File: config.mk
export PLATFORM = sky130hd
export DESIGN_NAME = gpm_top
export DESIGN_NICKNAME = d
export VERILOG_FILES = /design/src/hw/gpm_tick.v /design/src/hw/gpm_sleep_ctrl.v /design/src/hw/gpm_top.v
export VERILOG_INCLUDE_DIRS = /design/src /design/src/hw
export SDC_FILE = /design/constraint.sdc
export NUM_CORES = 1
export LEC_CHECK = 0
export BUFFER_PORTS_ARGS = -buffer_cell sky130_fd_sc_hd__clkbuf_2
export CORE_ASPECT_RATIO = 0.9
export CORE_UTILIZATION = 55
export CTS_CLUSTER_DIAMETER = 60
export DETAILED_ROUTE_END_ITERATION = 8
export GPL_TIMING_DRIVEN = 1
export MAX_ROUTING_LAYER = met4
export PLACE_DENSITY_LB_ADDON = 0.2
export RECOVER_POWER = 100
export SYNTH_ARGS = -nofsm -noshare
export SYNTH_HDL_FRONTEND = slang
export SYNTH_SLANG_ARGS = --single-unit
File: constraint.sdc
create_clock -name clk -period 7.3 [get_ports clk]
set_input_delay 0.365 -clock clk [delete_from_list [all_inputs] [get_ports clk]]
set_output_delay 0.365 -clock clk [all_outputs]
set_load 0.02 [all_outputs]
File: src/hw/gpm_consts.vh
`ifndef GPM_CONSTS_VH
`define GPM_CONSTS_VH

// Core clock rate in hertz.
`define GPM_CLK_HZ          10000000
// Shortest bus-low time before sleep, in milliseconds (window is 1500 to 2200).
`define GPM_TIMEOUT_MS      1500
`define GPM_TIMEOUT_CYC     (`GPM_TIMEOUT_MS * (`GPM_CLK_HZ / 1000))
// Conversion cycle period, in milliseconds.
`define GPM_CONV_MS         880
`define GPM_CONV_CYC        (`GPM_CONV_MS * (`GPM_CLK_HZ / 1000))
// Every 1024th conversion measures converter offset.
`define GPM_OFS_EVERY       1024
`define GPM_OFS_CNT_W       10
// Result field positions inside the 16-bit result words.
`define GPM_VOLT_SHIFT      3
`define GPM_AUX_PAD         4
`define GPM_TEMP_PAD        5
// Saturation codes.
`define GPM_POS_MAX         16'h7fff
`define GPM_NEG_MIN         16'h8000
`define GPM_VOLT_MAX_RAW    13'h0fff
// Reset values.
`define GPM_RES_RST         16'h0000
`define GPM_ACC_RST         32'h0000_0000
`define GPM_SCALE_RST       8'h00

`endif

File: src/hw/gpm_tick.v
`timescale 1ns/1ps
`default_nettype none
`include "gpm_consts.vh"

module gpm_tick #(
  parameter integer PERIOD = `GPM_CONV_CYC
) (
  input  wire        clk,
  input  wire        arst_n,
  input  wire        enable,
  output reg         tick_q
);

  reg [31:0] cnt_q;

  // Divider for the conversion period; it holds at zero while disabled so a
  // return to Active starts a full period rather than a partial one.
  always @(posedge clk or negedge arst_n) begin
    if (!arst_n) begin
      cnt_q  <= 32'h0000_0000;
      tick_q <= 1'b0;
    end else if (!enable) begin
      cnt_q  <= 32'h0000_0000;
      tick_q <= 1'b0;
    end else if (cnt_q == PERIOD - 1) begin
      cnt_q  <= 32'h0000_0000;
      tick_q <= 1'b1;
    end else begin
      cnt_q  <= cnt_q + 32'h0000_0001;
      tick_q <= 1'b0;
    end
  end

endmodule
`default_nettype wire

File: src/hw/gpm_sleep_ctrl.v
`timescale 1ns/1ps
`default_nettype none
`include "gpm_consts.vh"

module gpm_sleep_ctrl #(
  parameter integer TIMEOUT = `GPM_TIMEOUT_CYC
) (
  input  wire        clk,
  input  wire        arst_n,
  input  wire        scl_pin,
  input  wire        sda_pin,
  input  wire        sleep_enable,
  output reg         active_q
);

  reg        scl_m_q;
  reg        scl_s_q;
  reg        sda_m_q;
  reg        sda_s_q;
  reg [31:0] low_cnt_q;
  wire       bus_high;

  // Two-stage synchronisers; only the second stage is read by logic.
  always @(posedge clk or negedge arst_n) begin
    if (!arst_n) begin
      scl_m_q <= 1'b0;
      scl_s_q <= 1'b0;
      sda_m_q <= 1'b0;
      sda_s_q <= 1'b0;
    end else begin
      scl_m_q <= scl_pin;
      scl_s_q <= scl_m_q;
      sda_m_q <= sda_pin;
      sda_s_q <= sda_m_q;
    end
  end

  assign bus_high = scl_s_q | sda_s_q;

  // Mode machine: a high on either line wakes at once, and only an unbroken
  // low on both lines lasting the whole timeout puts the gauge to sleep.
  always @(posedge clk or negedge arst_n) begin
    if (!arst_n) begin
      active_q  <= 1'b1;
      low_cnt_q <= 32'h0000_0000;
    end else if (bus_high) begin
      active_q  <= 1'b1;
      low_cnt_q <= 32'h0000_0000;
    end else if (!sleep_enable || !active_q) begin
      low_cnt_q <= 32'h0000_0000;
    end else if (low_cnt_q == TIMEOUT - 1) begin
      active_q  <= 1'b0;
      low_cnt_q <= 32'h0000_0000;
    end else begin
      low_cnt_q <= low_cnt_q + 32'h0000_0001;
    end
  end

endmodule
`default_nettype wire

File: src/hw/gpm_top.v
`timescale 1ns/1ps
`default_nettype none
`include "gpm_consts.vh"

module gpm_top #(
  parameter integer TIMEOUT_CYC = `GPM_TIMEOUT_CYC,
  parameter integer CONV_CYC    = `GPM_CONV_CYC,
  parameter integer ACC_W       = 32
) (
  input  wire                clk,
  input  wire                arst_n,
  input  wire                scl_pin,
  input  wire                sda_pin,
  input  wire                cfg_sleep_enable,
  input  wire                cfg_internal_temp_select,
  input  wire                cfg_wr_en,
  input  wire                cfg_sleep_enable_wr,
  input  wire                cfg_temp_select_wr,
  input  wire [7:0]          nv_scale_factor,
  input  wire                scale_wr_en,
  input  wire [7:0]          scale_wr_data,
  input  wire                acc_wr_en,
  input  wire [ACC_W-1:0]    acc_wr_data,
  input  wire signed [15:0]  adc_current_raw,
  input  wire [12:0]         adc_voltage_raw,
  input  wire signed [11:0]  adc_aux_raw,
  input  wire signed [10:0]  adc_temp_raw,
  output reg                 active_q,
  output reg                 conv_done_q,
  output reg                 offset_cycle_q,
  output reg                 vout_enable_q,
  output reg                 sleep_enable_q,
  output reg                 internal_temp_select_q,
  output reg  [7:0]          scale_factor_q,
  output reg  [15:0]         current_q,
  output reg  [15:0]         voltage_q,
  output reg  [15:0]         aux_input_zero_q,
  output reg  [15:0]         aux_input_one_q,
  output reg  [15:0]         temperature_q,
  output reg  [ACC_W-1:0]    accumulator_q,
  output reg  [ACC_W+7:0]    weighted_charge_q
);

  wire                      active_w;
  wire                      tick;
  reg                       cfg_loaded_q;
  reg                       aux_sel_q;
  reg  [`GPM_OFS_CNT_W-1:0] conv_cnt_q;
  reg  signed [15:0]        offset_q;
  reg  [15:0]               cur_d;
  reg  [ACC_W-1:0]          acc_d;
  wire                      ofs_slot;
  wire                      temp_slot;

  // Saturating 16-bit signed subtraction, used for offset correction.
  function [15:0] sat_sub;
    input signed [15:0] a;
    input signed [15:0] b;
    reg   signed [16:0] diff;
    begin
      diff = {a[15], a} - {b[15], b};
      if (diff[16] != diff[15]) begin
        sat_sub = diff[16] ? `GPM_NEG_MIN : `GPM_POS_MAX;
      end else begin
        sat_sub = diff[15:0];
      end
    end
  endfunction

  // Sign-extends a 16-bit result to the accumulator width.
  function [ACC_W-1:0] sext16;
    input [15:0] v;
    begin
      sext16 = {{(ACC_W-16){v[15]}}, v};
    end
  endfunction

  // Mode control sits on the synchronised bus lines; the active level it
  // drives gates the conversion timebase and the reference enable below.
  gpm_sleep_ctrl #(
    .TIMEOUT (TIMEOUT_CYC)
  ) u_sleep (
    .clk          (clk),
    .arst_n       (arst_n),
    .scl_pin      (scl_pin),
    .sda_pin      (sda_pin),
    .sleep_enable (sleep_enable_q),
    .active_q     (active_w)
  );

  // The conversion timebase runs only in Active, so Sleep cannot start a
  // conversion.
  gpm_tick #(
    .PERIOD (CONV_CYC)
  ) u_tick (
    .clk     (clk),
    .arst_n  (arst_n),
    .enable  (active_w),
    .tick_q  (tick)
  );

  assign ofs_slot  = (conv_cnt_q == `GPM_OFS_EVERY - 1);
  assign temp_slot = aux_sel_q & internal_temp_select_q;

  // Configuration and the scale-factor shadow. The shadow is loaded from
  // nonvolatile storage once after reset release; host writes go through in
  // either mode, since nothing here looks at the power mode.
  always @(posedge clk or negedge arst_n) begin
    if (!arst_n) begin
      cfg_loaded_q           <= 1'b0;
      scale_factor_q         <= `GPM_SCALE_RST;
      sleep_enable_q         <= 1'b0;
      internal_temp_select_q <= 1'b0;
    end else if (!cfg_loaded_q) begin
      cfg_loaded_q           <= 1'b1;
      scale_factor_q         <= nv_scale_factor;
      sleep_enable_q         <= cfg_sleep_enable;
      internal_temp_select_q <= cfg_internal_temp_select;
    end else begin
      if (scale_wr_en) begin
        scale_factor_q <= scale_wr_data;
      end
      if (cfg_wr_en) begin
        sleep_enable_q         <= cfg_sleep_enable_wr;
        internal_temp_select_q <= cfg_temp_select_wr;
      end
    end
  end

  // Conversion sequencing: counts conversions to find the offset slot and
  // alternates the auxiliary channel on each non-offset conversion.
  always @(posedge clk or negedge arst_n) begin
    if (!arst_n) begin
      conv_cnt_q     <= {`GPM_OFS_CNT_W{1'b0}};
      aux_sel_q      <= 1'b0;
      offset_q       <= 16'sh0000;
      conv_done_q    <= 1'b0;
      offset_cycle_q <= 1'b0;
    end else begin
      conv_done_q    <= tick & ~ofs_slot;
      offset_cycle_q <= tick & ofs_slot;
      if (tick) begin
        conv_cnt_q <= conv_cnt_q + {{(`GPM_OFS_CNT_W-1){1'b0}}, 1'b1};
        if (ofs_slot) begin
          offset_q <= adc_current_raw;
        end else begin
          aux_sel_q <= ~aux_sel_q;
        end
      end
    end
  end

  // Combinational next values of the current result and accumulator.
  always @* begin
    cur_d = sat_sub(adc_current_raw, offset_q);
    acc_d = accumulator_q + sext16(cur_d);
  end

  // Result registers. They change on a non-offset conversion tick, which never fires in
  // Sleep, and the accumulator also on a host write, which goes through in either mode and beats a same-cycle tick, so no other result changes then.
  always @(posedge clk or negedge arst_n) begin
    if (!arst_n) begin
      current_q        <= `GPM_RES_RST;
      voltage_q        <= `GPM_RES_RST;
      aux_input_zero_q <= `GPM_RES_RST;
      aux_input_one_q  <= `GPM_RES_RST;
      temperature_q    <= `GPM_RES_RST;
      accumulator_q    <= `GPM_ACC_RST;
    end else if (acc_wr_en) begin
      accumulator_q <= acc_wr_data;
    end else if (tick && !ofs_slot) begin
      current_q     <= cur_d;
      accumulator_q <= acc_d;
      if (adc_voltage_raw > `GPM_VOLT_MAX_RAW) begin
        voltage_q <= `GPM_POS_MAX;
      end else begin
        voltage_q <= {1'b0, adc_voltage_raw[11:0], {`GPM_VOLT_SHIFT{1'b0}}};
      end
      if (!aux_sel_q) begin
        aux_input_zero_q <= {adc_aux_raw, {`GPM_AUX_PAD{1'b0}}};
      end else if (temp_slot) begin
        temperature_q <= {adc_temp_raw, {`GPM_TEMP_PAD{1'b0}}};
      end else begin
        aux_input_one_q <= {adc_aux_raw, {`GPM_AUX_PAD{1'b0}}};
      end
    end
  end

  // Mode, reference enable and capacity weighting. The reference output is
  // left off in the temperature slot because no divider is being measured.
  always @(posedge clk or negedge arst_n) begin
    if (!arst_n) begin
      active_q          <= 1'b1;
      vout_enable_q     <= 1'b0;
      weighted_charge_q <= {(ACC_W+8){1'b0}};
    end else begin
      active_q          <= active_w;
      vout_enable_q     <= active_w & ~temp_slot & ~ofs_slot;
      weighted_charge_q <= $signed(accumulator_q) * $signed({1'b0, scale_factor_q});
    end
  end

endmodule
`default_nettype wire

==> qor.yml, run 1 <==
status: "complete, but fails checks"
violations: "max-capacitance violations, max-slew violations"
rr_endpoint: "weighted_charge_q[39]"
grt_pass1_wl_um: 84000
rsz0062_at_grt: "false"
antenna_found_initial: 3
required_ns: 7.73
crit_type: "register to register"
hold_path_end: "voltage_q[9]"
async_flop_share_pct: 100
min_path_type: "input pin to register"
rows: 67
die_x_um: 209
tightest_slew_ns: 5.08
seq_area_frac_synth_pct: 29.3
path_max_fanout: 30
numPortBuffers: 262
slew_viol_final: 173
layout_worst_path_cycle_share_pct: 93.4
overflow: 0
met1Wirelength_um: 23000
ys_ff_latch: 248
whs_ns: 0.0201
top_layer: "met4"
synth-warning-count: 0
core_area_mm2: 0.0376
dp_slack_ns: 0.877
drc: 0
worst_setup_path_start_kind: "register"
whs_path_depth: 3
skew_ns: 0.0187
multi_input_area_mm2: 0.0133
vdd_drop_max_mv: 0.295
fmax_mhz: 147
die_h_um: 188
setup_viol: 0
cts_buffers: 29
postRouteAntennaNets: 0
area_growth_pct: 12.1
seq_area_mm2: 0.00621
wl_um: 50700
dieArea_mm2: 0.0393
ys_dominant_reg_cell: "dfrtp_1"
drive_above_1_share_pct: 8.84
stdcell_count: 3020
num_vias: 16200
htreeDepth: 1
clk_pin_slew_ns: 0.06
dp_hpwl_um: 39300
clock_latency_ns: 0.57
p_leak_uw: 0.0119
drtIter0Drc: 748
synth_area_mm2: 0.0212
worst_slack_ns: 0.479
reg2reg_depth: 18
synth_edf_count: 0
n_fill_cell: 3244
period_needed_ns: 6.82
via_per_inst: 5.36
tritoncts: "built"
drt_first_pass_iters: 4
io_pins: 277
grt_pass1_vias: 16600
wire_per_inst_um: 16.8
grt_usage_pct: 27.3
critical_path.endpoint_type: "register"
nNetsFinal: 2951
pwr_density_cell_mw_per_mm2: 398
avgSynthCellArea_um2: 9.33
clk_path_buf_depth: 3
cts_root_buffer: "clkbuf_16"
post_cts_resized: 0
r2r_start: "scale_factor_q[5]"
yosysUniqueCellTypes: 76
met3_length_um: 3560
hold_violations: 0
tns_ns: 0
initial_core_util_pct: 56.3
grt_start_max_net_pins: 109
clock-sinks: 248
finalWeightedCongestion: 0.875
maxCapViolations: 3
placed_cells_incl_taps: 2932
hp-start: "adc_voltage_raw[6]"
synth_cells: 2268
slew_headroom_pct: -239
r2r_slack_ns: 0.48
cp_data_arrival_time_ns: 7.25
route.met2.wl_um: 22800
-- metrics by stage --
step	util (%)	power [uW]	instance area (um2)
after floorplan	-	7010	21200
after global placement	60.4	7940	22700
after detailed placement	60.4	8090	22700
after CTS	63.9	9670	24000
after global routing	63.2	10400	23700
final	63.2	9450	23700
-- cell usage in the layout, fill, tap and decap left out, drive strengths merged, types with 62 or more instances in the layout --
master,netlist,layout
nand2,246,246
o21ai,114,114
ha,131,131
nor2,160,160
xor2,62,62
xnor2,77,77
and2,161,161
clkbuf,76,308
fa,198,198
dfrtp,246,246
inv,294,296
a21oi,105,105
-- layer usage --
metal / vias to the layer above / GRT usage (%)
met5: - / -
met4: 0 / 7.01
met3: 64 / 5.53
met2: 447 / 41.6
met1: 7859 / 37.3
li1: 7819 / -
-- cells in the mapped netlist, types with 25 or more instances --
cell / count / area share, %
xor2_1: 62 / 2.6
nand3_1: 48 / 1.1
and2_1: 161 / 4.8
nand4_1: 25 / 0.74
o21ai_0: 100 / 2.4
nor2_1: 160 / 2.8
inv_1: 293 / 5.2
dfrtp_1: 246 / 29
fa_1: 198 / 19
ha_1: 131 / 7.7
nand2_1: 246 / 4.4
a21oi_1: 104 / 2.5
clkbuf_1: 72 / 1.3
a21o_1: 40 / 1.4
mux2_2: 47 / 2.5
xnor2_1: 77 / 3.2
and3_1: 26 / 0.77
-- report_power, final --
| group | switching, uW | internal (uW) |
|---|---|---|
| clock | 588 | 929 |
| combinational | 3580 | 2560 |
| sequential | 157 | 1630 |
-- state kept, by name (all words and copies together), names as in the netlist, 8 cells and up --
register,flops
u_sleep.low_cnt_q,32
voltage_q,13
current_q,16
conv_cnt_q,10
scale_factor_q,8
weighted_charge_q,40
offset_q,16
u_tick.cnt_q,32
aux_input_zero_q,12
aux_input_one_q,12
accumulator_q,32
temperature_q,11
-- worst max-delay path by stage --
stage / from / endpoint / slack (ns) / cells after the start
floorplan: adc_current_raw[0] / accumulator_q[28] / 1.77 / 24
global placement: adc_current_raw[0] / accumulator_q[28] / 1.02 / 25
detailed placement: adc_current_raw[0] / accumulator_q[28] / 0.88 / 25
CTS: offset_q[1] / accumulator_q[28] / 0.90 / 25
global route: offset_q[1] / accumulator_q[31] / 0.18 / 24
finish: scale_factor_q[5] / weighted_charge_q[39] / 0.48 / 18
-- repair_timing --
item | 4_1_cts | 5_1_grt
hold buffers | 31 | 0
endpoints found under the hold margin | 136 | 0
setup buffers | 0 | 0
-- critical path: stages (launching register included) --
cell and delay (ns):
dfrtp_1 0.42, clkbuf_1 0.95, and2_0 0.28, fa_1 0.42, fa_1 0.48, fa_1 0.54, inv_1 0.05, fa_1 0.52
inv_1 0.04, ha_1 0.39, nand4_1 0.29, nor4_2 0.34, nor2_1 0.14, a2111oi_0 0.80, nor4_1 0.12, o31a_1 0.30
a21oi_1 0.28, a221oi_1 0.14, xnor2_1 0.14
-- area by class of cell --
cell class	count	share of cell area [%]
Clock buffer	41	3.46
Timing Repair Buffer	302	6.25
Clock inverter	13	0.812
Sequential cell	248	26.2
Tap cell	483	2.55
Antenna cell	3	0.0316
Inverter	294	4.65
Multi-Input combinational cell	1636	56.1
-- kinds of logic (layout without fill, tap and decap cells) --
family / after synthesis / after routing / share of synthesized area (%)
AOI/OAI and AO/OA: 356 / 356 / 10.7
xor gates and xnor gates: 139 / 139 / 5.75
adders and majority gates: 329 / 329 / 26.5
buffers and inverters: 397 / 650 / 7.69
DFF: 248 / 248 / 29.3
muxes: 61 / 61 / 3.16
other: 2 / 18 / 0.0355
and+or+nand+nor: 736 / 736 / 16.8
(Power assumes the default switching activity.)
==> run 2, diff against run 1 <==
--- a/config.mk
+++ b/config.mk
@@ -8,6 +8,7 @@
 export LEC_CHECK = 0
 export BUFFER_PORTS_ARGS = -buffer_cell sky130_fd_sc_hd__clkbuf_2
 export CORE_ASPECT_RATIO = 0.9
+export CORE_MARGIN = 5
 export CORE_UTILIZATION = 55
 export CTS_CLUSTER_DIAMETER = 60
 export DETAILED_ROUTE_END_ITERATION = 8
==> run 2 against run 1 <==
  * The run still ends with max-capacitance violations, max-slew violations left
  * Register-to-register slack gained 0.26 ns
  * Power rose by 1.5%
  * Final area increased by 1.4%
  * Fmax up 3.9%
  * Wire length is 7.3% higher
  * Via count rose by 2.0%
  * Setup slack improved by 0.26 ns
  * Non-clock buffer count up 26
  * Utilization shrank 0.20 points
  * Combinational power rose by 2%
  * Critical path type unchanged
  * Largest cell class unchanged
==> qor.yml, run 2 (synthesis gave the netlist of run 1 again) <==
placed_cells_incl_taps: 2942
setup_viol: 0
num_vias: 16500
via_per_inst: 5.41
critical_path.endpoint_type: "register"
overflow: 0
worst_setup_path_start_kind: "register"
regMostFlops: "weighted_charge_q"
postRouteAntennaNets: 0
layout_worst_path_cycle_share_pct: 89.9
period_needed_ns: 6.57
p_leak_uw: 0.0120
dp_hpwl_um: 41600
finalWeightedCongestion: 0.910
n_fill_cell: 3257
drive_above_1_share_pct: 8.91
htreeDepth: 1
clock-sinks: 248
nNetsFinal: 2978
clk_pin_slew_ns: 0.06
status: "complete, but fails checks"
multi_input_area_mm2: 0.0133
final_cell_mix: "294 x inv_1, 246 x nand2_1, 246 x dfrtp_1, 198 x fa_1, 164 x clkbuf_1"
initial_core_util_pct: 55.4
cts_buffers: 30
core_area_mm2: 0.0382
numPortBuffers: 262
hold_violations: 0
drt_first_pass_iters: 5
dieArea_mm2: 0.0425
seq_area_mm2: 0.00621
grt_pass1_wl_um: 88700
largest_register_ffs: 40
rows: 68
io_pins: 277
drtIter0Drc: 949
skew_ns: 0.0586
clock_latency_ns: 0.61
path_max_fanout: 21
grt_usage_pct: 26.1
stdcell_count: 3053
clk_path_buf_depth: 3
wl_um: 54300
drc: 0
area_growth_pct: 13.7
die_h_um: 196
antenna_found_initial: 1
mostFrequentLayoutCell: "inv_1"
whs_ns: 0.0186
cts_setup_buffers: 0
fmax_mhz: 152
violations: "max-capacitance violations, max-slew violations"
grt_pass1_vias: 17000
die_x_um: 217
crit_type: "register to register"
cts_root_buffer: "clkbuf_16"
pwr_density_cell_mw_per_mm2: 399
grt_start_max_net_pins: 169
rsz0062_at_grt: "false"
tritoncts: "built"
cp_data_arrival_time_ns: 6.99
wire_per_inst_um: 17.8
tns_ns: 0
tightest_slew_ns: 4.73
required_ns: 7.73
vdd_drop_max_mv: 0.332
slew_viol_final: 146
min_path_type: "input pin to register"
slew_headroom_pct: -216
maxCapViolations: 3
==> run 2: cell count changes in the layout (fill, tap and decap cells not counted), sizes merged <==
cell and change:
clkbuf +2, buf +3, clkinv -1, dlygate4sd3 +23
clkdlybuf4s25 -1
==> run 2: repair_timing <==
item / 4_1_cts / 5_1_grt
hold endpoints to repair: 134 / 0
gates resized for setup: 0 / 0
hold buffers: 54 / 0
==> run 2: final timing paths <==
path                                          start                     to  slack (ns)  cells past startpoint
worst max register to register    scale_factor_q[2]  weighted_charge_q[39]        0.73                     19
min in group asynchronous                    arst_n            conv_done_q        1.97                      2
worst max-delay path              scale_factor_q[2]  weighted_charge_q[39]        0.73                     19
worst min register to register      u_sleep.sda_m_q        u_sleep.sda_s_q        0.36                      0
max in group asynchronous                    arst_n    aux_input_one_q[14]        2.61                      2
worst min-delay path            adc_current_raw[15]           offset_q[15]        0.02                      3
==> run 2: per-stage QoR <==
stage                     utilization [%]  setup WS, ns  total power (uW)  instance area, um2
final                                63.0         0.735              9590               24100
after global routing                 63.0         0.339             10500               24100
after CTS                            63.7          1.14              9770               24300
after detailed placement             59.5          1.08              8140               22700
after global placement               59.5          1.20              8000               22700
after floorplan                         -          1.77              7010               21200
==> run 2: area by class of cell <==
| class | count | share of cell area (%) |
|---|---|---|
| Sequential cell | 248 | 25.8 |
| Multi-Input combinational cell | 1636 | 55.4 |
| Tap cell | 490 | 2.55 |
| Antenna cell | 3 | 0.0312 |
| Inverter | 294 | 4.59 |
| Clock inverter | 12 | 0.853 |
| Clock buffer | 42 | 3.56 |
| Timing Repair Buffer | 328 | 7.24 |
==> run 2: layer usage <==
metal	global-route usage, %	share of wire [%]	up-vias
met5	-	0	-
met4	5.39	2.0	0
met3	5.57	6.5	65
met2	39.7	45	437
met1	36.9	46	8153
li1	-	-	7864
==> run 2: where the power goes <==
group | total [uW] | switching, uW | internal (uW) | leakage [uW]
registers | 1780 | 151 | 1630 | 0.00312
clock network | 1570 | 606 | 963 | 0.000515
logic | 6240 | 3650 | 2590 | 0.00836
total | 9590 | 4400 | 5190 | 0.0120
==> run 2: worst max-delay path, stage by stage, from the launching register on <==
cell	delay, ns
dfrtp_1	0.63
clkbuf_1	0.80
nand2_1	0.22
fa_1	0.59
inv_1	0.05
fa_1	0.47
fa_1	0.49
inv_1	0.05
fa_1	0.52
inv_1	0.04
ha_1	0.39
nand4_1	0.28
nor4_2	0.34
nor2_1	0.14
a2111oi_2	0.50
nor4_1	0.10
o31a_1	0.28
a21oi_1	0.25
a221oi_1	0.13
xnor2_1	0.14
==> run 3, diff against run 2 <==
--- a/config.mk
+++ b/config.mk
@@ -13,9 +13,9 @@
 export CTS_CLUSTER_DIAMETER = 60
 export DETAILED_ROUTE_END_ITERATION = 8
 export GPL_TIMING_DRIVEN = 1
-export MAX_ROUTING_LAYER = met4
 export PLACE_DENSITY_LB_ADDON = 0.2
 export RECOVER_POWER = 100
+export SETUP_SLACK_MARGIN = 0.1
 export SYNTH_ARGS = -nofsm -noshare
 export SYNTH_HDL_FRONTEND = slang
 export SYNTH_SLANG_ARGS = --single-unit
==> run 3 against run 2 <==
  * The flow still finishes with violations (max-capacitance violations, max-slew violations)
  * Register-to-register slack got worse by 0.07 ns
  * Sequential power about the same
  * Combinational power is essentially flat
  * Worst hold slack gained 0.0070 ns
  * Fmax is 1.1% lower
  * Utilization increased by 0.10 points
==> qor.yml, run 3 (synthesis gave the netlist of run 1 again) <==
reg2reg_depth: 19
clk_pin_slew_ns: 0.06
wire_per_inst_um: 17.7
postRouteAntennaNets: 0
drtIter0Drc: 949
num_vias: 16600
numPortBuffers: 262
whs_path_depth: 2
worst_setup_path_start_kind: "register"
area_growth_pct: 13.9
hold_path_end: "temperature_q[14]"
worstPathCellList: "clkbuf_1 -> nand2_1 -> fa_1 -> inv_1 -> fa_1 -> inv_1 -> fa_1 -> fa_1 -> inv_1 -> ha_1 -> o21a_1 -> a2111oi_0 -> nor3_1 -> o21ai_0 -> a211oi_1 -> o31ai_2 -> o21bai_1 -> a21oi_1 -> xnor2_1"
wl_um: 54100
multi_input_area_mm2: 0.0133
diodes: 0
hold_violations: 0
gr-usage-met2_pct: 39.9
mostFrequentLayoutCell: "inv_1"
r2r_slack_ns: 0.66
maxCapViolations: 3
antenna_found_initial: 0
tritoncts: "built"
core_area_mm2: 0.0382
die_x_um: 217
vdd_drop_max_mv: 0.322
path_buf_inv: 4
dp_hpwl_um: 41100
critical_path.endpoint_type: "register"
path_max_fanout: 28
cp_data_arrival_time_ns: 7.12
initial_core_util_pct: 55.4
via_per_inst: 5.43
r2r_start: "scale_factor_q[0]"
busiest_layer: "met2"
pwr_density_cell_mw_per_mm2: 402
crit_top_cell: "fa_1"
grt_pass1_wl_um: 88300
cts_buffers: 31
finalWeightedCongestion: 0.901
overflow: 0
grt_usage_pct: 25.3
tightest_slew_ns: 5.81
violations: "max-capacitance violations, max-slew violations"
stdcell_count: 3054
die_h_um: 196
period_needed_ns: 6.64
rsz0062_at_grt: "false"
slew_viol_final: 167
cts_root_buffer: "clkbuf_16"
clk_path_buf_depth: 3
grt_util_met3_pct: 4.95
fmax_mhz: 151
timing.critical_path.slowest_cell_delay_ns: 0.97
nNetsFinal: 2979
skew_ns: 0.0227
placed_cells_incl_taps: 2940
grt_pass1_vias: 16900
rows: 68
slew_headroom_pct: -287
htreeDepth: 1
cpLargestDelayFamily: "adder cells"
drc: 0
crit_type: "register to register"
regMostFlops: "weighted_charge_q"
final_cell_mix: "294 x inv_1, 246 x nand2_1, 246 x dfrtp_1, 198 x fa_1, 163 x clkbuf_1"
n_fill_cell: 3191
required_ns: 7.79
cts_setup_buffers: 0
drt_first_pass_iters: 5
seq_area_mm2: 0.00621
tns_ns: 0
io_pins: 277
largest_register_ffs: 40
clock-sinks: 248
p_leak_uw: 0.0120
layout_worst_path_cycle_share_pct: 90.9
clock_latency_ns: 0.59
post_cts_resized: 0
min_path_type: "input pin to register"
setup_viol: 0
hp-start: "adc_temp_raw[9]"
met1_usage_pct: 36.8
status: "complete, but fails checks"
cpMaxStageDelayCell: "clkbuf_1"
whs_ns: 0.0256
grt_start_max_net_pins: 149
dieArea_mm2: 0.0425
rr_endpoint: "weighted_charge_q[32]"
drive_above_1_share_pct: 9.01
run 3: worst max path at each step:
stage	depth (start not counted)	slack, ns	end	startpoint
2_1_floorplan	24	1.77	accumulator_q[28]	adc_current_raw[0]
3_3_place_gp	25	0.96	accumulator_q[28]	adc_current_raw[0]
3_5_place_dp	25	0.84	accumulator_q[28]	adc_current_raw[0]
4_1_cts	25	0.83	accumulator_q[28]	offset_q[1]
5_1_grt	25	0.21	accumulator_q[30]	offset_q[1]
6_report	19	0.66	weighted_charge_q[32]	scale_factor_q[0]
run 3: where the power goes:
group	switching, uW	internal, uW
sequential	153	1630
combinational	3680	2590
clock	630	991
run 3: layer usage:
metal	share of wire, %	wire length, um	vias up
li1	-	-	7862
met4	2.2	1170	0
met1	46	24800	8200
met2	46	24600	451
met3	6.5	3540	76
met5	0	0	-
run 3: timing repair:
item,in CTS,in global routing
hold endpoints to repair,157,0
setup endpoints to repair,0,0
hold buffers,56,0
run 3: cell type report:
class,count,area share [%]
multi-input cells,1636,55.3
well taps,490,2.54
clock inverters,20,1.16
flip-flops and latches,248,25.8
repair buffers,328,7.26
clock buffers,38,3.41
inverters,294,4.58
run 3: metrics by stage:
stage	worst slack, ns	cell area [um2]	util (%)	power [uW]
3_3_place_gp	0.961	22700	59.5	8000
2_1_floorplan	1.77	21200	-	7010
4_1_cts	0.832	24400	63.8	9850
3_5_place_dp	0.840	22700	59.5	8160
6_report	0.663	24100	63.1	9680
5_1_grt	0.212	24100	63.1	10600
